### src/design/uxf_defines.vh
/*
 * Constants of the receive-command and transmit framing block: status byte
 * fields, codes, APB offsets and framing lengths.
 * Assumes inclusion by bare name from the design files.
 */
`ifndef UXF_DEFINES_VH
`define UXF_DEFINES_VH

// Status byte layout.
`define UXF_LS_LO        0
`define UXF_LS_HI        1
`define UXF_VB_LO        2
`define UXF_VB_HI        3
`define UXF_EV_LO        4
`define UXF_EV_HI        5
`define UXF_ID_BIT       6
`define UXF_ALT_BIT      7

// Vbus codes.
`define UXF_VB_SESS_END  2'h0
`define UXF_VB_BELOW_SV  2'h1
`define UXF_VB_BELOW_VV  2'h2
`define UXF_VB_ABOVE_VV  2'h3

// Receive event codes.
`define UXF_EV_IDLE      2'h0
`define UXF_EV_ACTIVE    2'h1
`define UXF_EV_ERROR     2'h3
`define UXF_EV_HOST_DISCONNECT_SEEN   2'h2

// Speed select and operating mode codes.
`define UXF_SPD_HS       2'h0
`define UXF_OPM_NORMAL   2'h0
`define UXF_OPM_CHIRP    2'h2

// Start-of-frame PID low nibble and full PID.
`define UXF_PID_SOF      4'h5
`define UXF_PID_SOF_FULL 8'hA5

// Framing lengths in line bits.
`define UXF_SYNC_HS      6'h20
`define UXF_SYNC_FSLS    6'h08
`define UXF_EOP_LONG     6'h28
`define UXF_EOP_HS       6'h08
`define UXF_EOP_FSLS     6'h03

// APB register offsets.
`define UXF_A_CTRL       12'h000
`define UXF_A_STATUS     12'h004
`define UXF_A_IRQ_STAT   12'h008
`define UXF_A_IRQ_MASK   12'h00C
`define UXF_A_TX         12'h010
`define UXF_A_ALT        12'h014

// Control register fields.
`define UXF_C_SPD_LO     0
`define UXF_C_SPD_HI     1
`define UXF_C_TERM       2
`define UXF_C_OPM_LO     3
`define UXF_C_OPM_HI     4
`define UXF_C_DPPD       5
`define UXF_C_DMPD       6

// Interrupt status bits.
`define UXF_I_RXCMD      0
`define UXF_I_TXDONE     1
`define UXF_I_HOST_DISCONNECT_SEEN    2
`define UXF_I_W          3

`endif

### src/design/uxf_stuff_nrzi.v
/*
 * Line coder: bit-stuffing and NRZI for one serial bit per enable.
 * Assumes the caller presents a bit with bit_en and honours stall_out,
 * during which the stuffed zero is inserted.
 */
`timescale 1ns/100ps
module uxf_stuff_nrzi (
  // Clock and reset.
  input  wire pclk,
  input  wire presetn,
  // Control.
  input  wire restart,
  input  wire raw_mode,
  input  wire bit_en,
  input  wire bit_in,
  // Output.
  output reg  line_q,
  output wire stall_out
);

  reg [2:0] ones_q;
  reg       stuff_pend_q;

  assign stall_out = stuff_pend_q;

  always @(posedge pclk or negedge presetn) begin
    if (!presetn) begin
      ones_q       <= 3'h0;
      stuff_pend_q <= 1'b0;
      line_q       <= 1'b1;
    end else if (restart) begin
      ones_q       <= 3'h0;
      stuff_pend_q <= 1'b0;
      line_q       <= 1'b1;
    end else if (bit_en) begin
      if (raw_mode) begin
        line_q <= bit_in;
      end else if (stuff_pend_q) begin
        // A stuffed zero toggles the line and resets the run.
        line_q       <= ~line_q;
        ones_q       <= 3'h0;
        stuff_pend_q <= 1'b0;
      end else begin
        line_q       <= bit_in ? line_q : ~line_q;
        ones_q       <= bit_in ? ones_q + 3'h1 : 3'h0;
        stuff_pend_q <= bit_in && (ones_q == 3'h5);
      end
    end
  end

endmodule // uxf_stuff_nrzi

### src/design/uxf_top.v
/*
 * Status byte assembly and transmit framing of a USB transceiver, with an
 * APB register file and one interrupt line.
 * Assumes line and comparator inputs are synchronous to pclk and that the
 * APB master keeps the standard setup and access phases.
 */
// The implementer's own choices: the APB register port and the register addresses.
// Operation
// - Status bits 1:0 carry minus and plus line levels, plus in bit 0.
// - Status bits 3:2 encode the Vbus level from three comparators.
// - Status bits 5:4 encode receive active, error and host disconnect.
// - Status bit 6 equals the sampled ID pin level.
// - Status bit 7 is set while any non-USB interrupt is latched.
// - Send a status byte on line change when idle and on comparator change.
// - Outgoing packets are bit-stuffed and NRZI coded at every speed.
// - Behaviour decodes speed, mode and both pulldown enables; the termination bit is not decoded.
// - Prepend 32 sync bits at high speed, 8 at full or low speed.
// - Mode code 10 sends chirp data raw, without stuffing or NRZI.
// - A high-speed host appends a 40-bit end of packet after start-of-frame.
// - Start-of-frame is found from PID bits 3:0 of the transmit command.
// - The long end of packet needs both pulldown enables set.
// - In peripheral operation the end of packet is never extended.
// - High-speed disconnect is sampled only during the long end of packet.
`timescale 1ns/100ps
`include "uxf_defines.vh"
module uxf_top #(
  parameter BIT_DIV = 4
) (
  // APB slave.
  input  wire        pclk,
  input  wire        presetn,
  input  wire        psel,
  input  wire        penable,
  input  wire        pwrite,
  input  wire [11:0] paddr,
  input  wire [31:0] pwdata,
  output reg  [31:0] prdata,
  output wire        pready,
  output wire        pslverr,
  // Line and comparator inputs.
  input  wire        line_plus,
  input  wire        line_minus,
  input  wire        sess_end,
  input  wire        sess_valid,
  input  wire        vbus_valid,
  input  wire        id_pin,
  input  wire        rx_active,
  input  wire        rx_error,
  input  wire        disconnect_sense,
  input  wire        bus_owned_by_link,
  // Status byte out to the link.
  output reg  [7:0]  rxcmd_q,
  output reg         rxcmd_valid_q,
  // Transmit line and interrupt.
  output wire        tx_line,
  output reg         tx_se0_q,
  output reg         tx_busy_q,
  output wire        irq
);

  ////////////////////////////////////////////////////////////////////////////
  // States.
  localparam [4:0] S_IDLE = 5'b00001;
  localparam [4:0] S_SYNC = 5'b00010;
  localparam [4:0] S_DATA = 5'b00100;
  localparam [4:0] S_EOP  = 5'b01000;
  localparam [4:0] S_LEOP = 5'b10000;

  reg  [6:0]              ctrl_q;
  reg  [`UXF_I_W-1:0]     istat_q;
  reg  [`UXF_I_W-1:0]     imask_q;
  reg  [7:0]              alt_q;
  reg  [4:0]              st_q;
  reg  [5:0]              cnt_q;
  reg  [7:0]              pid_q;
  reg  [7:0]              sh_q;
  reg  [2:0]              bit_idx_q;
  reg                     pend_q;
  reg                     last_q;
  reg                     host_disconnect_seen_q;
  reg                     long_eop_q;
  reg  [15:0]             div_q;
  reg  [1:0]              ls_q;
  reg  [2:0]              cmp_q;
  reg                     id_q;
  reg  [`UXF_I_W-1:0]     iset;
  wire                    bit_en;
  wire                    stall;
  wire                    wr;
  wire                    rd;
  wire [1:0]              spd;
  wire [1:0]              opm;
  wire                    host_mode;
  wire                    raw_mode;

  // Every access completes in one cycle, so reads are latched in the setup cycle.
  // That keeps prdata steady through the access edge without a wait state.
  assign wr      = psel && penable && pwrite;
  assign rd      = psel && !penable && !pwrite;
  assign pready  = 1'b1;
  assign pslverr = 1'b0;
  assign irq     = |(istat_q & imask_q);

  // Speed, mode and pulldowns steer framing below; the termination bit is unused.
  assign spd       = ctrl_q[`UXF_C_SPD_HI:`UXF_C_SPD_LO];
  assign opm       = ctrl_q[`UXF_C_OPM_HI:`UXF_C_OPM_LO];
  assign host_mode = ctrl_q[`UXF_C_DPPD] && ctrl_q[`UXF_C_DMPD];
  assign raw_mode  = (opm == `UXF_OPM_CHIRP);

  ////////////////////////////////////////////////////////////////////////////
  // Functions.
  function [1:0] vbus_code;
    input se;
    input sv;
    input vv;
    begin
      if (vv) begin
        vbus_code = `UXF_VB_ABOVE_VV;
      end else if (sv) begin
        vbus_code = `UXF_VB_BELOW_VV;
      end else if (se) begin
        vbus_code = `UXF_VB_SESS_END;
      end else begin
        vbus_code = `UXF_VB_BELOW_SV;
      end
    end
  endfunction

  function [1:0] event_code;
    input act;
    input err;
    input dis;
    begin
      if (dis) begin
        event_code = `UXF_EV_HOST_DISCONNECT_SEEN;
      end else if (act && err) begin
        event_code = `UXF_EV_ERROR;
      end else if (act) begin
        event_code = `UXF_EV_ACTIVE;
      end else begin
        event_code = `UXF_EV_IDLE;
      end
    end
  endfunction

  ////////////////////////////////////////////////////////////////////////////
  // Bit rate enable. High speed runs one bit per clock in this model.
  // The divider runs free, so the first full-speed bit may start up to one period late.
  assign bit_en = (spd == `UXF_SPD_HS) ? 1'b1 : (div_q == 16'h0000);

  always @(posedge pclk or negedge presetn) begin
    if (!presetn) begin
      div_q <= 16'h0000;
    end else if (div_q >= BIT_DIV[15:0] - 16'h0001) begin
      div_q <= 16'h0000;
    end else begin
      div_q <= div_q + 16'h0001;
    end
  end

  ////////////////////////////////////////////////////////////////////////////
  // Status byte generation.
  wire       ls_chg  = ({line_minus, line_plus} != ls_q);
  wire       cmp_chg = ({vbus_valid, sess_valid, sess_end} != cmp_q) || (id_pin != id_q);

  always @(posedge pclk or negedge presetn) begin
    if (!presetn) begin
      ls_q          <= 2'h0;
      cmp_q         <= 3'h0;
      id_q          <= 1'b0;
      rxcmd_q       <= 8'h00;
      rxcmd_valid_q <= 1'b0;
    end else begin
      ls_q          <= {line_minus, line_plus};
      cmp_q         <= {vbus_valid, sess_valid, sess_end};
      id_q          <= id_pin;
      rxcmd_valid_q <= 1'b0;
      // A disconnect seen in the long end also sends a byte, with event code 10.
      if ((ls_chg && !bus_owned_by_link) || cmp_chg || host_disconnect_seen_q) begin
        rxcmd_valid_q <= 1'b1;
        // Fields are taken from live inputs at the moment of sending.
        rxcmd_q[`UXF_LS_HI:`UXF_LS_LO] <= {line_minus, line_plus};
        rxcmd_q[`UXF_VB_HI:`UXF_VB_LO] <= vbus_code(sess_end, sess_valid, vbus_valid);
        rxcmd_q[`UXF_EV_HI:`UXF_EV_LO] <= event_code(rx_active, rx_error, host_disconnect_seen_q);
        rxcmd_q[`UXF_ID_BIT]           <= id_pin;
        rxcmd_q[`UXF_ALT_BIT]          <= |alt_q;
      end
    end
  end

  ////////////////////////////////////////////////////////////////////////////
  // Transmit framing.
  always @(posedge pclk or negedge presetn) begin
    if (!presetn) begin
      st_q       <= S_IDLE;
      cnt_q      <= 6'h00;
      pid_q      <= 8'h00;
      sh_q       <= 8'h00;
      bit_idx_q  <= 3'h0;
      pend_q     <= 1'b0;
      last_q     <= 1'b0;
      long_eop_q <= 1'b0;
      tx_se0_q   <= 1'b0;
      tx_busy_q  <= 1'b0;
      host_disconnect_seen_q  <= 1'b0;
    end else begin
      host_disconnect_seen_q <= 1'b0;
      if (wr && paddr == `UXF_A_TX && st_q == S_IDLE) begin
        pend_q <= 1'b1;
        pid_q  <= pwdata[7:0];
        last_q <= pwdata[8];
      end
      case (st_q)
        S_IDLE: begin
          tx_busy_q <= 1'b0;
          tx_se0_q  <= 1'b0;
          if (pend_q) begin
            pend_q    <= 1'b0;
            st_q      <= S_SYNC;
            tx_busy_q <= 1'b1;
            sh_q      <= pid_q;
            bit_idx_q <= 3'h0;
            // Sync length follows the speed select.
            cnt_q <= (spd == `UXF_SPD_HS) ? `UXF_SYNC_HS : `UXF_SYNC_FSLS;
            // Only a high-speed host extends the end after start-of-frame.
            // Only the PID nibble is decoded, so the command form of the byte works as well.
            long_eop_q <= host_mode && (spd == `UXF_SPD_HS) && !raw_mode &&
                          (pid_q[3:0] == `UXF_PID_SOF);
          end
        end
        S_SYNC: begin
          if (bit_en && !stall) begin
            cnt_q <= cnt_q - 6'h01;
            if (cnt_q == 6'h01) begin
              st_q <= S_DATA;
            end
          end
        end
        S_DATA: begin
          if (bit_en && !stall) begin
            sh_q      <= {1'b0, sh_q[7:1]};
            bit_idx_q <= bit_idx_q + 3'h1;
            if (bit_idx_q == 3'h7) begin
              if (long_eop_q) begin
                st_q  <= S_LEOP;
                cnt_q <= `UXF_EOP_LONG;
              end else begin
                st_q  <= S_EOP;
                cnt_q <= (spd == `UXF_SPD_HS) ? `UXF_EOP_HS : `UXF_EOP_FSLS;
              end
            end
          end
        end
        S_EOP, S_LEOP: begin
          // The last data bit stands on the line until the next bit edge, so the
          // single-ended zero starts there and lasts the whole count of bit times.
          if (bit_en) begin
            if (cnt_q == 6'h00) begin
              st_q     <= S_IDLE;
              tx_se0_q <= 1'b0;
            end else begin
              tx_se0_q <= 1'b1;
              cnt_q    <= cnt_q - 6'h01;
              // Disconnect reflections are only looked for in the long end.
              if (st_q == S_LEOP && disconnect_sense) begin
                host_disconnect_seen_q <= 1'b1;
              end
            end
          end
        end
        default: begin
          st_q <= S_IDLE;
        end
      endcase
    end
  end

  // Sync bits are zeros that code as alternating line levels, ending in a single one.
  wire tx_bit = (st_q == S_SYNC) ? (cnt_q == 6'h01) : sh_q[0];

  // Stuffing and NRZI unless chirping.
  uxf_stuff_nrzi u_coder (
    .pclk      (pclk),
    .presetn   (presetn),
    .restart   (st_q == S_IDLE),
    .raw_mode  (raw_mode),
    .bit_en    (bit_en && (st_q == S_SYNC || st_q == S_DATA)),
    .bit_in    (tx_bit),
    .line_q    (tx_line),
    .stall_out (stall)
  );

  ////////////////////////////////////////////////////////////////////////////
  // Registers and interrupts. A set in the same cycle as a clear wins.
  always @* begin
    iset                 = {`UXF_I_W{1'b0}};
    iset[`UXF_I_RXCMD]   = rxcmd_valid_q;
    iset[`UXF_I_TXDONE]  = tx_busy_q && (st_q == S_IDLE);
    iset[`UXF_I_HOST_DISCONNECT_SEEN] = host_disconnect_seen_q;
  end

  always @(posedge pclk or negedge presetn) begin
    if (!presetn) begin
      ctrl_q  <= 7'h00;
      istat_q <= {`UXF_I_W{1'b0}};
      imask_q <= {`UXF_I_W{1'b0}};
      alt_q   <= 8'h00;
    end else begin
      istat_q <= (istat_q & ~((wr && paddr == `UXF_A_IRQ_STAT) ? pwdata[`UXF_I_W-1:0]
                                                                 : {`UXF_I_W{1'b0}})) | iset;
      if (wr && paddr == `UXF_A_CTRL) begin
        ctrl_q <= pwdata[6:0];
      end
      if (wr && paddr == `UXF_A_IRQ_MASK) begin
        imask_q <= pwdata[`UXF_I_W-1:0];
      end
      // The alternate latch stands in for the non-USB interrupt sources of the status byte.
      // Non-USB sources: software sets by writing, clears with write-one.
      if (wr && paddr == `UXF_A_ALT) begin
        alt_q <= (alt_q & ~pwdata[15:8]) | pwdata[7:0];
      end
    end
  end

  always @(posedge pclk or negedge presetn) begin
    if (!presetn) begin
      prdata <= 32'h00000000;
    end else if (rd) begin
      case (paddr)
        `UXF_A_CTRL:     prdata <= {25'h0000000, ctrl_q};
        `UXF_A_STATUS:   prdata <= {18'h00000, st_q, tx_busy_q, rxcmd_q};
        `UXF_A_IRQ_STAT: prdata <= {29'h00000000, istat_q};
        `UXF_A_IRQ_MASK: prdata <= {29'h00000000, imask_q};
        `UXF_A_TX:       prdata <= {23'h000000, last_q, pid_q};
        `UXF_A_ALT:      prdata <= {24'h000000, alt_q};
        default:         prdata <= 32'h00000000;
      endcase
    end
  end

endmodule // uxf_top

### config.mk
export PLATFORM = sky130hd
export DESIGN_NAME = uxf_top
export DESIGN_NICKNAME = d
export VERILOG_FILES = /design/src/design/uxf_stuff_nrzi.v /design/src/design/uxf_top.v
export VERILOG_INCLUDE_DIRS = /design/src /design/src/design
export SDC_FILE = /design/constraint.sdc
export NUM_CORES = 1
export LEC_CHECK = 0
export BUFFER_PORTS_ARGS = -buffer_cell sky130_fd_sc_hd__buf_2
export CORE_MARGIN = 1
export CORE_UTILIZATION = 51
export DETAILED_ROUTE_END_ITERATION = 10
export PLACE_DENSITY = 0.83
export SLEW_MARGIN = 10
export SYNTH_ARGS = -nofsm -noshare
export SYNTH_HDL_FRONTEND = slang
export SYNTH_SLANG_ARGS = --single-unit
### constraint.sdc
create_clock -name pclk -period 2.7 [get_ports pclk]
set_input_delay 0.135 -clock pclk [delete_from_list [all_inputs] [get_ports pclk]]
set_output_delay 0.135 -clock pclk [all_outputs]
set_load 0.01 [all_outputs]
==> flow_summary.toml, run 1 <==
[status]
run_status = "complete, no violations"

[synthesis]
synth-edff-count = 0
synthArstFlopShare_pct = 100
synthDistinctLibCells = 70
avgSynthCellArea_sq_um = 11.3
netlist_instances = 460
synth_area_sq_um = 5210
sequential_area_share_after_synthesis_pct = 51.4
ys.warnings.count = 0
synth-main-ff-cell = "sky130_fd_sc_hd__dfrtp_1"
ys_seq_elements = 107

[final_layout]
num-nets-final = 618
multi_input_area_sq_um = 2330
antenna_cells = 0
layout_commonest_cell = "sky130_fd_sc_hd__dfrtp_1"
layout-area-overhead-vs-synth_pct = 14.2
final.fill_count = 799
most-common-layout-cells = "sky130_fd_sc_hd__dfrtp_1 (105), sky130_fd_sc_hd__buf_2 (68), sky130_fd_sc_hd__mux2_2 (37), sky130_fd_sc_hd__nand2_1 (36), sky130_fd_sc_hd__conb_1 (34)"
sequential_cell_area_sq_um = 2680
postLayoutCoreUtil_pct = 60.6
drive_above_1_share_pct = 26.8

[floorplan]
top_level_port_count = 106
initial_utilization_pct = 53.1
dieWidth_um = 103
fp.coreArea_sq_um = 9820
floorplan.die.height_um = 103
dieArea_sq_um = 10600
placementRows = 36

[place]
place.gp.congestion = 0.900
dpl_hpwl_um = 8520
buffer_ports.inserted = 69

[sta]
setup-tns-final_ns = 0
transition_time_of_the_tightest_slew_check_pin_ns = 0.676
timing.clock.skew_ns = 0.0196
max_freq_mhz = 425
number_of_pins_exceeding_their_max_slew_limit_in_the_final_report = 0
grt_setup_unrepaired = "no"
slew_headroom_pct = 54.7
final_cycle_share_pct = 87.1
post-route-min-period_ns = 2.35
setup_viol = 0
timing_hold_violations_final = 0

[clock_tree]
tritoncts_clock_tree = "done"
cts_made_buffers = 9
cts_num_sinks = 107
clk_root_buffer_cell = "sky130_fd_sc_hd__clkbuf_8"
clkSlewWorstSetupHoldPaths_ns = 0.11
cts.path.max_buffers = 2
worstSkewPairLatency_ns = 0.39
resized_cells_post_cts = 0
cts.repair_timing.setup_buffer_count = 0
ctsHtreeMaxLevel = 3

[detailed_routing]
post-route-drc-count = 0
routed_wl_um = 11700
antenna_left = 0
vias_after_detailed_routing = 3948
detail_route.wl_per_cell_um = 17.0
drt_first_pass_iters = 5
routed_via_count_divided_by_cell_count = 5.74
drt_iter0_markers = 256

[grt]
globalRouteTotalUtil_pct = 24.2
grt-ovfl-total = 0
grt_pass1_wl_um = 19300
largest_net_degree_at_the_start_of_global_routing = 59
initial_antenna_violation_count = 0
first_global_vias = 3855

[pwr]
pd_cells_nw_per_um2 = 486
vdd_drop_max_uv = 253
power.static_leakage_nw = 2.84

[worst_setup_path]
cp.required_ns = 2.96
timing.setup.critical_path_class = "flip-flop to flip-flop"
critical_path_source_type = "flip-flop"
cp_max_fo = 9
critPathArrivalTime_ns = 2.61
critPathCaptureType = "flip-flop"

[hold_path]
path_category_of_the_worst_min_delay_check = "input port to flip-flop"

[flow_run]
max_cap_violations = 0
-- registers in the layout, summed over array words and instances, names as in the netlist, 2 cells and up --
name            count
istat_q             3
alt_q               8
sh_q                8
rxcmd_q             8
prdata             14
imask_q             3
ctrl_q              7
u_coder.ones_q      3
bit_idx_q           3
st_q                5
pid_q               8
cmp_q               3
ls_q                2
div_q              16
cnt_q               6
-- per-stage QoR --
step	instance area [sq um]	hold slack [ns]	cells	setup WS, ns	total power, mW
floorplan	5330	-0.161	492	0.684	1.82
global placement	5660	0.174	663	0.534	1.90
detailed placement	5660	0.191	663	0.434	1.91
CTS	5950	0.000207	688	0.413	2.91
global route	5950	0.0107	688	0.228	2.99
finish	5950	0.0146	688	0.349	2.89
-- synthesized netlist by cell type (5+ instances only) --
master	instances	share of area, %
sky130_fd_sc_hd__dfrtp_1	105	50
sky130_fd_sc_hd__mux2_2	37	8.0
sky130_fd_sc_hd__nand2_1	36	2.6
sky130_fd_sc_hd__nor2_1	24	1.7
sky130_fd_sc_hd__buf_4	23	3.3
sky130_fd_sc_hd__inv_1	21	1.5
sky130_fd_sc_hd__o21ai_0	21	2.0
sky130_fd_sc_hd__a22o_1	15	2.5
sky130_fd_sc_hd__a21oi_1	14	1.3
sky130_fd_sc_hd__clkbuf_1	9	0.65
sky130_fd_sc_hd__ha_1	9	2.2
sky130_fd_sc_hd__nand3_1	9	0.86
sky130_fd_sc_hd__a22oi_1	8	1.2
sky130_fd_sc_hd__nand4_1	8	0.96
sky130_fd_sc_hd__nor3_1	8	0.77
sky130_fd_sc_hd__nor4_1	8	0.96
sky130_fd_sc_hd__mux2_1	6	1.3
sky130_fd_sc_hd__o31ai_1	6	0.86
sky130_fd_sc_hd__mux2i_1	5	0.96
sky130_fd_sc_hd__nand4b_1	5	0.84
sky130_fd_sc_hd__xnor2_1	5	0.84
-- area by class of cell --
class / instances / share of cell area, %
clock buffer: 9 / 2.08
clock inverter: 7 / 1.32
inverter: 21 / 1.32
multi-input combinational: 328 / 39.2
sequential: 107 / 45.0
tap: 133 / 2.80
timing repair buffer: 83 / 8.20
-- power breakdown --
| part | switching, mW | leakage, nW | internal, mW |
|---|---|---|---|
| sequential | 0.0282 | 1.41 | 1.64 |
| combinational | 0.135 | 1.32 | 0.0881 |
| clock | 0.564 | 0.105 | 0.442 |
-- worst paths after layout --
check / slack, ns / end / startpoint / depth (start not counted)
max: 0.35 / st_q[3]$_DFFE_PN0P_ / st_q[0]$_DFFE_PN1P_ / 5
min: 0.01 / alt_q[7]$_DFFE_PN0P_ / pwdata[7] / 2
max reg2reg: 0.35 / st_q[3]$_DFFE_PN0P_ / st_q[0]$_DFFE_PN1P_ / 5
min reg2reg: 0.47 / istat_q[0]$_DFF_PN0_ / rxcmd_valid_q$_DFF_PN0_ / 1
max in group asynchronous: 1.62 / st_q[0]$_DFFE_PN1P_ / presetn / 3
min in group asynchronous: 0.29 / cmp_q[2]$_DFF_PN0_ / presetn / 2
-- per-layer routing --
layer	global-route usage, %	up-vias	part of all wire [%]
li1	-	1807	-
met1	31.5	1965	42
met2	40.7	155	50
met3	3.93	21	5.7
met4	9.53	0	1.9
met5	0	-	0
-- worst max-delay path, cell delays in order, from the launching register on --
cell                       delay [ns]
sky130_fd_sc_hd__dfstp_2         0.65
sky130_fd_sc_hd__nor3_1          0.12
sky130_fd_sc_hd__a22oi_1         0.44
sky130_fd_sc_hd__a211oi_4        0.12
sky130_fd_sc_hd__nor4_2          0.54
sky130_fd_sc_hd__mux2_1          0.37
-- cells by family after synthesis --
| logic type | share of synthesized area, % |
|---|---|
| buffers and inverters | 6.10 |
| AOI/OAI and AO/OA | 14.1 |
| xor gates and xnor gates | 1.34 |
| other | 0.144 |
| and+or+nand+nor | 13.2 |
| adders and majority gates | 2.16 |
| DFF | 51.4 |
| muxes | 11.5 |
-- repair_timing --
| item | 4_1_cts | 5_1_grt |
|---|---|---|
| hold endpoints to repair | 56 | 0 |
| hold buffers | 9 | 0 |
| endpoints found under the setup margin | 0 | 0 |
Power figures use the tool's default switching activity.
==> run 2, diff against run 1 <==
--- a/config.mk
+++ b/config.mk
@@ -10,6 +10,7 @@
 export CORE_MARGIN = 1
 export CORE_UTILIZATION = 51
 export DETAILED_ROUTE_END_ITERATION = 10
+export MAX_ROUTING_LAYER = met4
 export PLACE_DENSITY = 0.83
 export SLEW_MARGIN = 10
 export SYNTH_ARGS = -nofsm -noshare
==> flow_summary.toml, run 2 (same netlist as run 1, synthesis figures left out) <==
[status]
run_status = "complete, no violations"

[pwr]
vdd_drop_max_uv = 313
pd_cells_nw_per_um2 = 476
totalPowerFinal_mw = 2.81
power.static_leakage_nw = 2.81

[worst_setup_path]
cpPeakStageDelay_ns = 0.65
cp.required_ns = 2.95
path_delay_family = "flip-flops"
cp_max_fo = 9
critPathArrivalTime_ns = 2.54
timing.setup.critical_path_class = "flip-flop to flip-flop"
critical_path_buf_inv_count = 0
crit_path_top_delay_cell = "sky130_fd_sc_hd__dfstp_2"
critical_path_source_type = "flip-flop"
critPathCaptureType = "flip-flop"
cp_cell_sequence = "nor3_1 -> a22oi_1 -> a211oi_4 -> nor4_2 -> mux2_1"

[final_layout]
final.fill_count = 796
layout-area-overhead-vs-synth_pct = 13.3
final-instance-count-excl-fill = 686
layout_commonest_cell = "sky130_fd_sc_hd__dfrtp_1"
fin_area_sq_um = 5900
layout_top_registers = "div_q: 16 flops, prdata: 14 flops"
most-common-layout-cells = "sky130_fd_sc_hd__dfrtp_1 (105), sky130_fd_sc_hd__buf_2 (68), sky130_fd_sc_hd__mux2_2 (37), sky130_fd_sc_hd__nand2_1 (36), sky130_fd_sc_hd__conb_1 (34)"
regMostFlops = "div_q"
postLayoutCoreUtil_pct = 60.1
drive_above_1_share_pct = 26.9
antenna_cells = 0
flip_flop_count_of_the_largest_register_all_copies_and_words_added = 16
num-nets-final = 616

[grt]
grt-ovfl-total = 0
grt_pass1_wl_um = 19300
initial_antenna_violation_count = 0
first_global_vias = 4005
largest_net_degree_at_the_start_of_global_routing = 95
globalRouteTotalUtil_pct = 25.0

[sta]
grt_setup_unrepaired = "no"
setup-tns-final_ns = 0
number_of_pins_exceeding_their_max_slew_limit_in_the_final_report = 0
finalWorstSetupSlack_ns = 0.415
transition_time_of_the_tightest_slew_check_pin_ns = 0.831
final_cycle_share_pct = 84.6
fin_worst_hold_slack_ns = 0.0122
timing_hold_violations_final = 0
setup_viol = 0
max_freq_mhz = 438
slew_headroom_pct = 44.6
post-route-min-period_ns = 2.29
timing.clock.skew_ns = 0.0151

[detailed_routing]
antenna_left = 0
post-route-drc-count = 0
detail_route.wl_per_cell_um = 17.0
drt_first_pass_iters = 5
drt_iter0_markers = 268
routed_via_count_divided_by_cell_count = 5.73
vias_after_detailed_routing = 3934
routed_wl_um = 11700

[place]
dpl_cell_area_sq_um = 5640
place.gp.congestion = 0.895
dpl_hpwl_um = 8350
buffer_ports.inserted = 69
place_worst_setup_slack_ns = 0.434
place_inst = 663

[clock_tree]
clk_root_buffer_cell = "sky130_fd_sc_hd__clkbuf_8"
clkSlewWorstSetupHoldPaths_ns = 0.11
cts_num_sinks = 107
cts.repair_timing.setup_buffer_count = 0
ctsHtreeMaxLevel = 3
cts.path.max_buffers = 2
tritoncts_clock_tree = "done"
worstSkewPairLatency_ns = 0.38
cts_made_buffers = 9

[floorplan]
dieWidth_um = 103
initial_utilization_pct = 53.1
dieArea_sq_um = 10600
placementRows = 36
fp.coreArea_sq_um = 9820
top_level_port_count = 106
floorplan.die.height_um = 103

[flow_run]
max_cap_violations = 0

[hold_path]
path_category_of_the_worst_min_delay_check = "input port to flip-flop"
-- run 2: final timing paths --
path / slack, ns / endpoint / start / depth (start not counted)
min: 0.01 / alt_q[3]$_DFFE_PN0P_ / pwdata[3] / 2
max in group asynchronous: 1.57 / div_q[12]$_DFF_PN0_ / presetn / 3
max reg2reg: 0.41 / st_q[3]$_DFFE_PN0P_ / st_q[0]$_DFFE_PN1P_ / 5
max: 0.41 / st_q[3]$_DFFE_PN0P_ / st_q[0]$_DFFE_PN1P_ / 5
min reg2reg: 0.46 / istat_q[0]$_DFF_PN0_ / rxcmd_valid_q$_DFF_PN0_ / 1
min in group asynchronous: 0.39 / cmp_q[1]$_DFF_PN0_ / presetn / 2
-- run 2: layout make-up --
class                   instances  area [sq um]  share of cell area [%]
clock inverters                 6          48.8                   0.826
inverters                      21          78.8                    1.34
repair buffers                 81           459                    7.78
multi-input cells             328          2330                    39.5
flip-flops and latches        107          2680                    45.4
clock buffers                  10           138                    2.33
well taps                     133           166                    2.82
-- run 2: repair_timing --
| action | CTS | global route |
|---|---|---|
| setup endpoints to repair | 0 | 0 |
| endpoints found under the hold margin | 6 | 91 |
| gates resized for setup | 0 | 0 |
| hold buffers | 6 | 1 |
-- run 2: worst register-to-register path: cells and delay by family, from the launching register on --
| family | cells | cell delay [ns] |
|---|---|---|
| flops | 1 | 0.65 |
| simple gates | 2 | 0.61 |
| mux | 1 | 0.37 |
| compound gates | 2 | 0.53 |
-- run 2: metal layers --
metal / part of all wire, % / wire, um / vias up / GRT usage (%)
li1: - / - / 1803 / -
met1: 42 / 4910 / 1937 / 31.5
met2: 49 / 5680 / 156 / 40.2
met3: 5.6 / 654 / 38 / 3.39
met4: 3.5 / 412 / 0 / 11.7
met5: 0 / 0 / - / -
-- run 2: where the power goes --
part / leakage (nW) / internal [mW] / total, mW / switching, mW
sequential: 1.41 / 1.64 / 1.67 / 0.0297
combinational: 1.31 / 0.0847 / 0.220 / 0.135
clock: 0.0908 / 0.370 / 0.926 / 0.556
